### src/hw/ccl_pkg.sv
package ccl_pkg;

  // ****************************************************************
  // Register offsets in data space.
  // ****************************************************************
  localparam logic [7:0] CCL_COMPARATOR_CONTROL_STATUS_OFS    = 8'h50;
  localparam logic [7:0] CCL_CONVERTER_CONTROL_B_OFS          = 8'h7b;
  localparam logic [7:0] CCL_COMPARATOR_PIN_INPUT_DISABLE_OFS = 8'h7f;

  // ****************************************************************
  // Field positions.
  // ****************************************************************
  // Comparator control and status.
  localparam int CCL_COMPARATOR_DISABLE_BIT      = 7;
  localparam int CCL_BANDGAP_SELECT_BIT          = 6;
  localparam int CCL_COMPARE_RESULT_BIT          = 5;
  localparam int CCL_EVENT_FLAG_BIT              = 4;
  localparam int CCL_IRQ_ENABLE_BIT              = 3;
  localparam int CCL_CAPTURE_ROUTE_BIT           = 2;
  localparam int CCL_EVENT_MODE_LSB              = 0;
  // Converter control B.
  localparam int CCL_CHANNEL_ROUTE_ENABLE_BIT    = 6;
  localparam int CCL_TRIGGER_SOURCE_LSB          = 0;
  // Pin input disable.
  localparam int CCL_NEG_PIN_DISABLE_BIT         = 1;
  localparam int CCL_POS_PIN_DISABLE_BIT         = 0;

  // ****************************************************************
  // Reset values.
  // ****************************************************************
  localparam logic [7:0] CCL_CONTROL_STATUS_RESET = 8'h00;
  localparam logic [7:0] CCL_CONTROL_B_RESET      = 8'h00;
  localparam logic [7:0] CCL_PIN_DISABLE_RESET    = 8'h00;

  // Event mode encodings; the remaining code is reserved and sets nothing.
  typedef enum logic [1:0] {
    CCL_MODE_TOGGLE   = 2'h0,
    CCL_MODE_RESERVED = 2'h1,
    CCL_MODE_FALL     = 2'h2,
    CCL_MODE_RISE     = 2'h3
  } ccl_event_mode_t;

  // Auto-trigger source encodings.
  typedef enum logic [2:0] {
    CCL_TRIG_FREE_RUN  = 3'h0,
    CCL_TRIG_COMPARE   = 3'h1,
    CCL_TRIG_EXT_INT0  = 3'h2,
    CCL_TRIG_T0_CMPA   = 3'h3,
    CCL_TRIG_T0_OVF    = 3'h4,
    CCL_TRIG_T1_CMPB   = 3'h5,
    CCL_TRIG_T1_OVF    = 3'h6,
    CCL_TRIG_T1_CAPT   = 3'h7
  } ccl_trig_src_t;

  // Interrupt flags of the other peripherals that may trigger the converter.
  typedef struct packed {
    logic t1_capt;
    logic t1_ovf;
    logic t1_cmpb;
    logic t0_ovf;
    logic t0_cmpa;
    logic ext_int0;
  } ccl_trig_flags_t;

endpackage

### src/hw/ccl_comparator_ctrl.sv
`timescale 1ns/100ps
module ccl_comparator_ctrl
  import ccl_pkg::*;
#(
  parameter int LEVEL_W = 10  // Width of the digitised input levels.
) (
  input  wire logic                  i_core_clk,
  input  wire logic                  i_reset,
  input  wire logic [7:0]            i_reg_addr,
  input  wire logic                  i_reg_wr,
  input  wire logic                  i_reg_rd,
  input  wire logic [7:0]            i_reg_wdata,
  output logic      [7:0]            o_reg_rdata,
  input  wire logic [LEVEL_W-1:0]    i_positive_input_pin,
  input  wire logic [LEVEL_W-1:0]    i_negative_input_pin,
  input  wire logic [LEVEL_W-1:0]    i_bandgap_level,
  input  wire logic [8*LEVEL_W-1:0]  i_channel_levels,
  input  wire logic [2:0]            i_channel_select,
  input  wire logic                  i_converter_enable,
  input  wire logic                  i_auto_trigger_enable,
  input  wire ccl_trig_flags_t       i_trig_flags,
  input  wire logic                  i_global_irq_enable,
  input  wire logic                  i_irq_vector_taken,
  input  wire logic                  i_positive_pin_digital,
  input  wire logic                  i_negative_pin_digital,
  output logic                       o_compare_result,
  output logic                       o_comparator_irq,
  output logic                       o_capture_input,
  output logic                       o_conversion_start,
  output logic                       o_comparator_power_down,
  output logic                       o_positive_pin_read,
  output logic                       o_negative_pin_read
);

  // ****************************************************************
  // Register storage.
  // ****************************************************************
  logic [7:0]      ctrl_ff;        // Control bits of the status register, result and flag excluded.
  logic            flag_ff;        // Sticky comparator event flag.
  logic [7:0]      ctrl_b_ff;      // Converter control B.
  logic [7:0]      pin_dis_ff;     // Pin input disable bits.
  logic            raw_cmp;        // Raw analog comparison, modelled on levels.
  logic            sync1_ff;       // First synchroniser stage.
  logic            result_prev_ff; // Result one cycle back, for edge detection.
  logic            trig_prev_ff;   // Selected trigger flag one cycle back.
  logic            rise;           // One-cycle rising edge of the result.
  logic            fall;           // One-cycle falling edge of the result.
  logic            event_hit;      // Edge that matches the chosen mode.
  logic            trig_sel;       // Currently selected trigger flag.
  logic            wr_status;      // Write strobe to the status register.
  ccl_event_mode_t mode;           // Decoded event mode.
  ccl_trig_src_t   src;            // Decoded trigger source.

  assign wr_status = i_reg_wr && (i_reg_addr == CCL_COMPARATOR_CONTROL_STATUS_OFS);
  assign mode      = ccl_event_mode_t'(ctrl_ff[CCL_EVENT_MODE_LSB +: 2]);
  assign src       = ccl_trig_src_t'(ctrl_b_ff[CCL_TRIGGER_SOURCE_LSB +: 3]);

  // Picks one digitised converter channel level out of the packed bus.
  function automatic logic [LEVEL_W-1:0] pick_channel(input logic [8*LEVEL_W-1:0] lv,
                                                     input logic [2:0] sel);
    pick_channel = lv[sel*LEVEL_W +: LEVEL_W];
  endfunction

  // ****************************************************************
  // Analog input selection and comparison.
  // ****************************************************************
  // The comparator itself is analog; here the two chosen levels are compared
  // so the selection logic can be checked. A powered-down comparator reads low.
  always_comb begin
    logic [LEVEL_W-1:0] pos_lv;
    logic [LEVEL_W-1:0] neg_lv;
    pos_lv = i_positive_input_pin;
    neg_lv = i_negative_input_pin;
    if (ctrl_ff[CCL_BANDGAP_SELECT_BIT]) begin
      pos_lv = i_bandgap_level;
    end
    if (ctrl_b_ff[CCL_CHANNEL_ROUTE_ENABLE_BIT] && !i_converter_enable) begin
      neg_lv = pick_channel(i_channel_levels, i_channel_select);
    end
    raw_cmp = !ctrl_ff[CCL_COMPARATOR_DISABLE_BIT] && (pos_lv > neg_lv);
  end

  // ****************************************************************
  // Result synchroniser and edge detection.
  // ****************************************************************
  // Two flops: the first stage is read only by the second.
  always_ff @(posedge i_core_clk or posedge i_reset) begin
    if (i_reset) begin
      sync1_ff         <= 1'b0;
      o_compare_result <= 1'b0;
      result_prev_ff   <= 1'b0;
    end else begin
      sync1_ff         <= raw_cmp;
      o_compare_result <= sync1_ff;
      result_prev_ff   <= o_compare_result;
    end
  end

  assign rise = o_compare_result && !result_prev_ff;
  assign fall = !o_compare_result && result_prev_ff;

  // Mode decoding; the reserved code never raises an event.
  always_comb begin
    case (mode)
      CCL_MODE_TOGGLE: event_hit = rise || fall;
      CCL_MODE_FALL:   event_hit = fall;
      CCL_MODE_RISE:   event_hit = rise;
      default:         event_hit = 1'b0;
    endcase
  end

  // ****************************************************************
  // Control registers.
  // ****************************************************************
  // Status register control bits. Changing the disable or mode bits with the
  // interrupt enabled may flag a spurious event; software must avoid that.
  always_ff @(posedge i_core_clk or posedge i_reset) begin
    if (i_reset) begin
      ctrl_ff <= CCL_CONTROL_STATUS_RESET;
    end else if (wr_status) begin
      ctrl_ff <= i_reg_wdata & 8'hcf;  // Result and flag bits are not stored here.
    end
  end

  // Converter control B and pin input disable registers.
  always_ff @(posedge i_core_clk or posedge i_reset) begin
    if (i_reset) begin
      ctrl_b_ff  <= CCL_CONTROL_B_RESET;
      pin_dis_ff <= CCL_PIN_DISABLE_RESET;
    end else if (i_reg_wr) begin
      if (i_reg_addr == CCL_CONVERTER_CONTROL_B_OFS) begin
        ctrl_b_ff <= i_reg_wdata & 8'h47;
      end
      if (i_reg_addr == CCL_COMPARATOR_PIN_INPUT_DISABLE_OFS) begin
        pin_dis_ff <= i_reg_wdata;
      end
    end
  end

  // Event flag: a new event wins over a same-cycle clear.
  always_ff @(posedge i_core_clk or posedge i_reset) begin
    if (i_reset) begin
      flag_ff <= 1'b0;
    end else if (event_hit) begin
      flag_ff <= 1'b1;
    end else if (i_irq_vector_taken || (wr_status && i_reg_wdata[CCL_EVENT_FLAG_BIT])) begin
      flag_ff <= 1'b0;
    end
  end

  // Register read port, one cycle after the read strobe; unmapped reads give zero.
  always_ff @(posedge i_core_clk or posedge i_reset) begin
    if (i_reset) begin
      o_reg_rdata <= 8'h00;
    end else if (i_reg_rd) begin
      case (i_reg_addr)
        CCL_COMPARATOR_CONTROL_STATUS_OFS: begin
          o_reg_rdata <= ctrl_ff | ({7'h00, o_compare_result} << CCL_COMPARE_RESULT_BIT)
                                 | ({7'h00, flag_ff} << CCL_EVENT_FLAG_BIT);
        end
        CCL_CONVERTER_CONTROL_B_OFS:          o_reg_rdata <= ctrl_b_ff;
        CCL_COMPARATOR_PIN_INPUT_DISABLE_OFS: o_reg_rdata <= pin_dis_ff;
        default:                              o_reg_rdata <= 8'h00;
      endcase
    end else begin
      o_reg_rdata <= 8'h00;
    end
  end

  // ****************************************************************
  // Converter auto-trigger selection.
  // ****************************************************************
  // Free-running selects a constant low, so switching to it cannot make an edge.
  always_comb begin
    case (src)
      CCL_TRIG_FREE_RUN: trig_sel = 1'b0;
      CCL_TRIG_COMPARE:  trig_sel = flag_ff;
      CCL_TRIG_EXT_INT0: trig_sel = i_trig_flags.ext_int0;
      CCL_TRIG_T0_CMPA:  trig_sel = i_trig_flags.t0_cmpa;
      CCL_TRIG_T0_OVF:   trig_sel = i_trig_flags.t0_ovf;
      CCL_TRIG_T1_CMPB:  trig_sel = i_trig_flags.t1_cmpb;
      CCL_TRIG_T1_OVF:   trig_sel = i_trig_flags.t1_ovf;
      CCL_TRIG_T1_CAPT:  trig_sel = i_trig_flags.t1_capt;
      default:           trig_sel = 1'b0;
    endcase
  end

  // A rising edge on the selected flag, including one made by switching
  // source, starts a conversion when auto-trigger and converter are on.
  always_ff @(posedge i_core_clk or posedge i_reset) begin
    if (i_reset) begin
      trig_prev_ff       <= 1'b0;
      o_conversion_start <= 1'b0;
    end else begin
      trig_prev_ff       <= trig_sel;
      o_conversion_start <= i_auto_trigger_enable && i_converter_enable
                            && trig_sel && !trig_prev_ff;
    end
  end

  // ****************************************************************
  // Interrupt, capture routing, power and pin outputs.
  // ****************************************************************
  // All outputs are registered, adding one cycle to each path.
  always_ff @(posedge i_core_clk or posedge i_reset) begin
    if (i_reset) begin
      o_comparator_irq        <= 1'b0;
      o_capture_input         <= 1'b0;
      o_comparator_power_down <= 1'b0;
      o_positive_pin_read     <= 1'b0;
      o_negative_pin_read     <= 1'b0;
    end else begin
      o_comparator_irq        <= flag_ff && ctrl_ff[CCL_IRQ_ENABLE_BIT] && i_global_irq_enable;
      o_capture_input         <= ctrl_ff[CCL_CAPTURE_ROUTE_BIT] && o_compare_result;
      o_comparator_power_down <= ctrl_ff[CCL_COMPARATOR_DISABLE_BIT];
      o_positive_pin_read     <= i_positive_pin_digital && !pin_dis_ff[CCL_POS_PIN_DISABLE_BIT];
      o_negative_pin_read     <= i_negative_pin_digital && !pin_dis_ff[CCL_NEG_PIN_DISABLE_BIT];
    end
  end
endmodule

### config.mk
export PLATFORM = sky130hd
export DESIGN_NAME = ccl_comparator_ctrl
export DESIGN_NICKNAME = d
export VERILOG_FILES = /design/src/hw/ccl_pkg.sv /design/src/hw/ccl_comparator_ctrl.sv
export SDC_FILE = /design/constraint.sdc
export NUM_CORES = 1
export LEC_CHECK = 0
export ABC_AREA = 0
export BUFFER_PORTS_ARGS = -buffer_cell sky130_fd_sc_hd__buf_2
export CORE_MARGIN = 1.5
export CORE_UTILIZATION = 47
export DETAILED_ROUTE_END_ITERATION = 12
export GPL_TIMING_DRIVEN = 0
export PLACE_DENSITY = 0.93
export SETUP_SLACK_MARGIN = 0.02
export SLEW_MARGIN = 20
export SYNTH_ARGS = -nofsm -noshare
export SYNTH_HDL_FRONTEND = slang
export SYNTH_SLANG_ARGS = --single-unit
### constraint.sdc
create_clock -name i_core_clk -period 4.9 [get_ports i_core_clk]
set_input_delay 0.245 -clock i_core_clk [delete_from_list [all_inputs] [get_ports i_core_clk]]
set_output_delay 0.245 -clock i_core_clk [all_outputs]
set_load 0.01 [all_outputs]
==> reports/summary.txt <==
arrival time reported for the critical path endpoint = 2.56 ns
dominant cell type by area after synthesis = sky130_fd_sc_hd__dfrtp_1
result of the run = completed
post-CTS setup buffers = 0
delay of the slowest cell on the worst path = 0.51 ns
Layout Area Growth over Synthesis = 38.74%
Most used DFF post-synth = sky130_fd_sc_hd__dfrtp_1
initial drt markers = 88
number of enable-type register cells in the synthesized netlist = 0
Sw Share = 25.47%
total net switching power = 0.1891 mW
element type at the critical path start = primary input
post-synthesis mux area share = 37.26%
share of Yosys cell area claimed by the top area cell type = 36.62%
Peak Freq = 0.4194 GHz
fraction of synthesis flops using an asynchronous set or reset pin = 100.0%
number of endpoints with negative hold slack in the final report = 0
Vias = 2,405
fin worst setup slack = 2.516 ns
total negative setup slack = 0 ns
hpwl dp = 5.900 mm
Synth Warn # = 0
initial core utilization = 49.20%
fraction of power consumed by sequential logic = 44.9%
number of antenna-violating nets in the routed design = 0
final cycle utilization of the critical path = 48.66%
GPL Wtd Cong = 0.8552
post-synthesis share of cell area spent on xor and xnor gates = 0%
VDD IR max = 0.1461 mV
standard cell with the maximum stage delay on the critical path = sky130_fd_sc_hd__mux4_2
Chip Height = 76.35 µm
dominant combinational cell family by area after synthesis = multiplexers
Synth cell types = 35
transition time at the pin with the least slew margin = 0.7240 ns
leading cell types by total area after synthesis = sky130_fd_sc_hd__dfrtp_1 (37%), sky130_fd_sc_hd__mux4_2 (19%), sky130_fd_sc_hd__mux2_2 (14%)
number of nets at the end of the flow = 525
post-CTS clock slew at the launch and capture registers of the worst setup and hold paths = 0.07 ns
DR vias/cell = 5.454
number of buffers added on ports = 157
library cell with the highest instance count after synthesis = sky130_fd_sc_hd__dfrtp_1
category of the most critical setup path = primary input to flip-flop
max-cap violation count = 0
via count of the first global-routing pass = 2,589
netlist area before placement = 2529 µm²
TritonRoute pass-1 iters = 4
placeable core area = 5140 µm²
post-synthesis share of cell area spent on and, or, nand and nor gates = 8.906%
compound-gate portion of the synthesized area = 8.659%
fillers = 377
FF/Latch Area = 925.9 µm²
peak fanout along the critical path = 10
cells along the critical path = buf_2, buf_4, mux4_2, mux2i_1, nand2_1, o21ai_0, ha_1, a41oi_1, a21oi_1, o31a_1
TritonCTS Sinks = 37
critical path capture point type = flip-flop
clock tree from TritonCTS = done
Resized cells post-CTS = 0
number of rows created at floorplan = 26
pwr dens = 211.6 nW/µm²
wire length of the first global-routing pass = 11.49 mm
worst clock skew = 0.005614 ns
total congestion overflow = 0
clk_lat worst skew = 0.29 ns
combinational share of power = 24.0%
post-detailed-route wirelength per cell = 15.94 µm
root buf cell = sky130_fd_sc_hd__clkbuf_8
pre-CTS setup slack = 2.212 ns
number of antenna violations at the first check in global routing = 2
fraction of final layout cells with drive strength greater than 1 = 61.25%
post-synthesis adder-cell area fraction = 5.938%
final setup fails = 0
Slew Limit Fails = 0
static leakage = 1.814 nW
post-layout minimum cycle time = 2.384 ns
buffer levels on the longest clock path = 2
Die Area = 5829 µm²
Synth Net Count = 361
horizontal die dimension = 76.35 µm
Synth Instances = 204
number of hold-repair buffers added at the cts stage = 0
synthesis-stage register bit count = 37
slew margin rel. = 51.67%
Post-Syn Area per Cell = 12.40 µm²
commonest cells in the synthesized netlist = sky130_fd_sc_hd__dfrtp_1 (37), sky130_fd_sc_hd__mux2_2 (31), sky130_fd_sc_hd__mux4_2 (21)
sequential fraction of the synthesis area = 36.62%
DRC viols = 0
setup repair after global routing missed its margin = no
type of the worst min-delay path = primary input to async pin
endpoint required time on the critical path = 5.07 ns
global-route usage over all layers = 25.08%
number of top-level pins = 160
internal power component = 0.5533 mW
number of CTS-inserted buffers = 5
depth of the CTS H-tree = 2
Detailed Route WL = 7.029 mm
clock network fraction of design power = 31.1%
Post-Route Hold Slack = 0.06671 ns
area taken by multi-input logic gates = 1536 µm²
maximum number of pins on one net before global-route repair = 38
-- stage by stage --
| step | util, % | power [mW] | instances | cell area (µm²) |
|---|---|---|---|---|
| finish | 68.26 | 0.7423 | 441 | 3508 |
| global placement | 66.19 | 0.5086 | 431 | 3402 |
| CTS | 68.16 | 0.7453 | 439 | 3503 |
| global route | 68.26 | 0.7803 | 441 | 3508 |
| floorplan | - | 0.4344 | 204 | 2529 |
| detailed placement | 66.19 | 0.5177 | 431 | 3402 |
-- sequential cells by signal (all words and copies together), names as in the netlist --
signal,cells
o_reg_rdata,8
pin_dis_ff,8
ctrl_ff,6
ctrl_b_ff,4
flag_ff,1
o_capture_input,1
o_comparator_irq,1
o_comparator_power_down,1
o_compare_result,1
o_conversion_start,1
o_negative_pin_read,1
o_positive_pin_read,1
result_prev_ff,1
sync1_ff,1
trig_prev_ff,1
-- critical path: cells and delay by family --
family	cells	cell delay [ns]
AOI/OAI and AO/OA	4	0.72
and+or+nand+nor	1	0.06
buffers and inverters	2	0.56
muxes	2	0.64
adders and majority gates	1	0.31
-- final cells by class --
cell class / instances / share of cell area (%)
inverter: 7 / 0.7489
sequential: 37 / 26.39
clock buffer: 7 / 2.746
timing repair buffer: 157 / 22.40
tap: 70 / 2.496
antenna: 2 / 0.1427
multi-input combinational: 151 / 43.79
clock inverter: 1 / 0.1427
buffer: 9 / 1.141
-- final timing paths --
check                           depth (start not counted)  slack, ns                   start             endpoint
worst max register to register                          6       2.60              ctrl_ff[6]             sync1_ff
worst max-delay path                                   10       2.52     i_channel_select[0]             sync1_ff
min in group i_core_clk                                 2       0.18  i_positive_pin_digital  o_positive_pin_read
worst min register to register                          0       0.36                sync1_ff     o_compare_result
max in group asynchronous                               2       4.36                 i_reset           ctrl_ff[7]
worst min-delay path                                    2       0.07                 i_reset       o_reg_rdata[3]
-- cell usage in the layout (no fill, tap or decap), types with 2 or more instances in the layout --
| cell | netlist | routed |
|---|---|---|
| sky130_fd_sc_hd__buf_2 | 2 | 159 |
| sky130_fd_sc_hd__diode_2 | 0 | 2 |
| sky130_fd_sc_hd__inv_1 | 7 | 6 |
| sky130_fd_sc_hd__dfrtp_1 | 37 | 37 |
| sky130_fd_sc_hd__a32oi_1 | 4 | 4 |
| sky130_fd_sc_hd__mux4_2 | 21 | 21 |
| sky130_fd_sc_hd__a22oi_1 | 4 | 4 |
| sky130_fd_sc_hd__nor2b_1 | 3 | 3 |
| sky130_fd_sc_hd__ha_1 | 12 | 12 |
| sky130_fd_sc_hd__clkbuf_8 | 0 | 7 |
| sky130_fd_sc_hd__nand2_1 | 10 | 10 |
| sky130_fd_sc_hd__a21oi_1 | 6 | 6 |
| sky130_fd_sc_hd__nand4_1 | 3 | 3 |
| sky130_fd_sc_hd__nor2_1 | 11 | 11 |
| sky130_fd_sc_hd__clkbuf_1 | 4 | 4 |
| sky130_fd_sc_hd__mux2_2 | 31 | 31 |
| sky130_fd_sc_hd__o21ai_0 | 12 | 12 |
| sky130_fd_sc_hd__nand3_1 | 4 | 4 |
| sky130_fd_sc_hd__buf_1 | 2 | 2 |
| sky130_fd_sc_hd__mux2i_1 | 12 | 12 |
| sky130_fd_sc_hd__a41oi_1 | 2 | 2 |
| sky130_fd_sc_hd__a21o_1 | 2 | 2 |
-- metal layers --
layer	up-vias	global-route usage (%)	wire, µm
met5	-	0	0
met4	0	12.78	284
li1	1125	-	-
met3	23	5.988	526
met1	1125	24.86	2361
met2	132	47.95	3857
-- power by group through the flow --
stage / Combinational [mW] / Clock [mW] / Sequential [mW]
after floorplan: 0.0985 / 0 / 0.336
after global placement: 0.171 / 0 / 0.338
after detailed placement: 0.179 / 0 / 0.339
after CTS: 0.180 / 0.233 / 0.333
after global routing: 0.197 / 0.248 / 0.335
final: 0.178 / 0.231 / 0.333
-- logic make-up (layout without fill, tap and decap cells) --
logic type	Yosys count	in the layout
multiplexers	64	64
AND/OR/NAND/NOR	41	41
flip-flops	37	37
AO/OA/AOI/OAI	34	34
buffers and inverters	16	181
adder cells (fa/ha/maj)	12	12
other	0	2
Note: power is estimated with default switching activity, not from simulation.
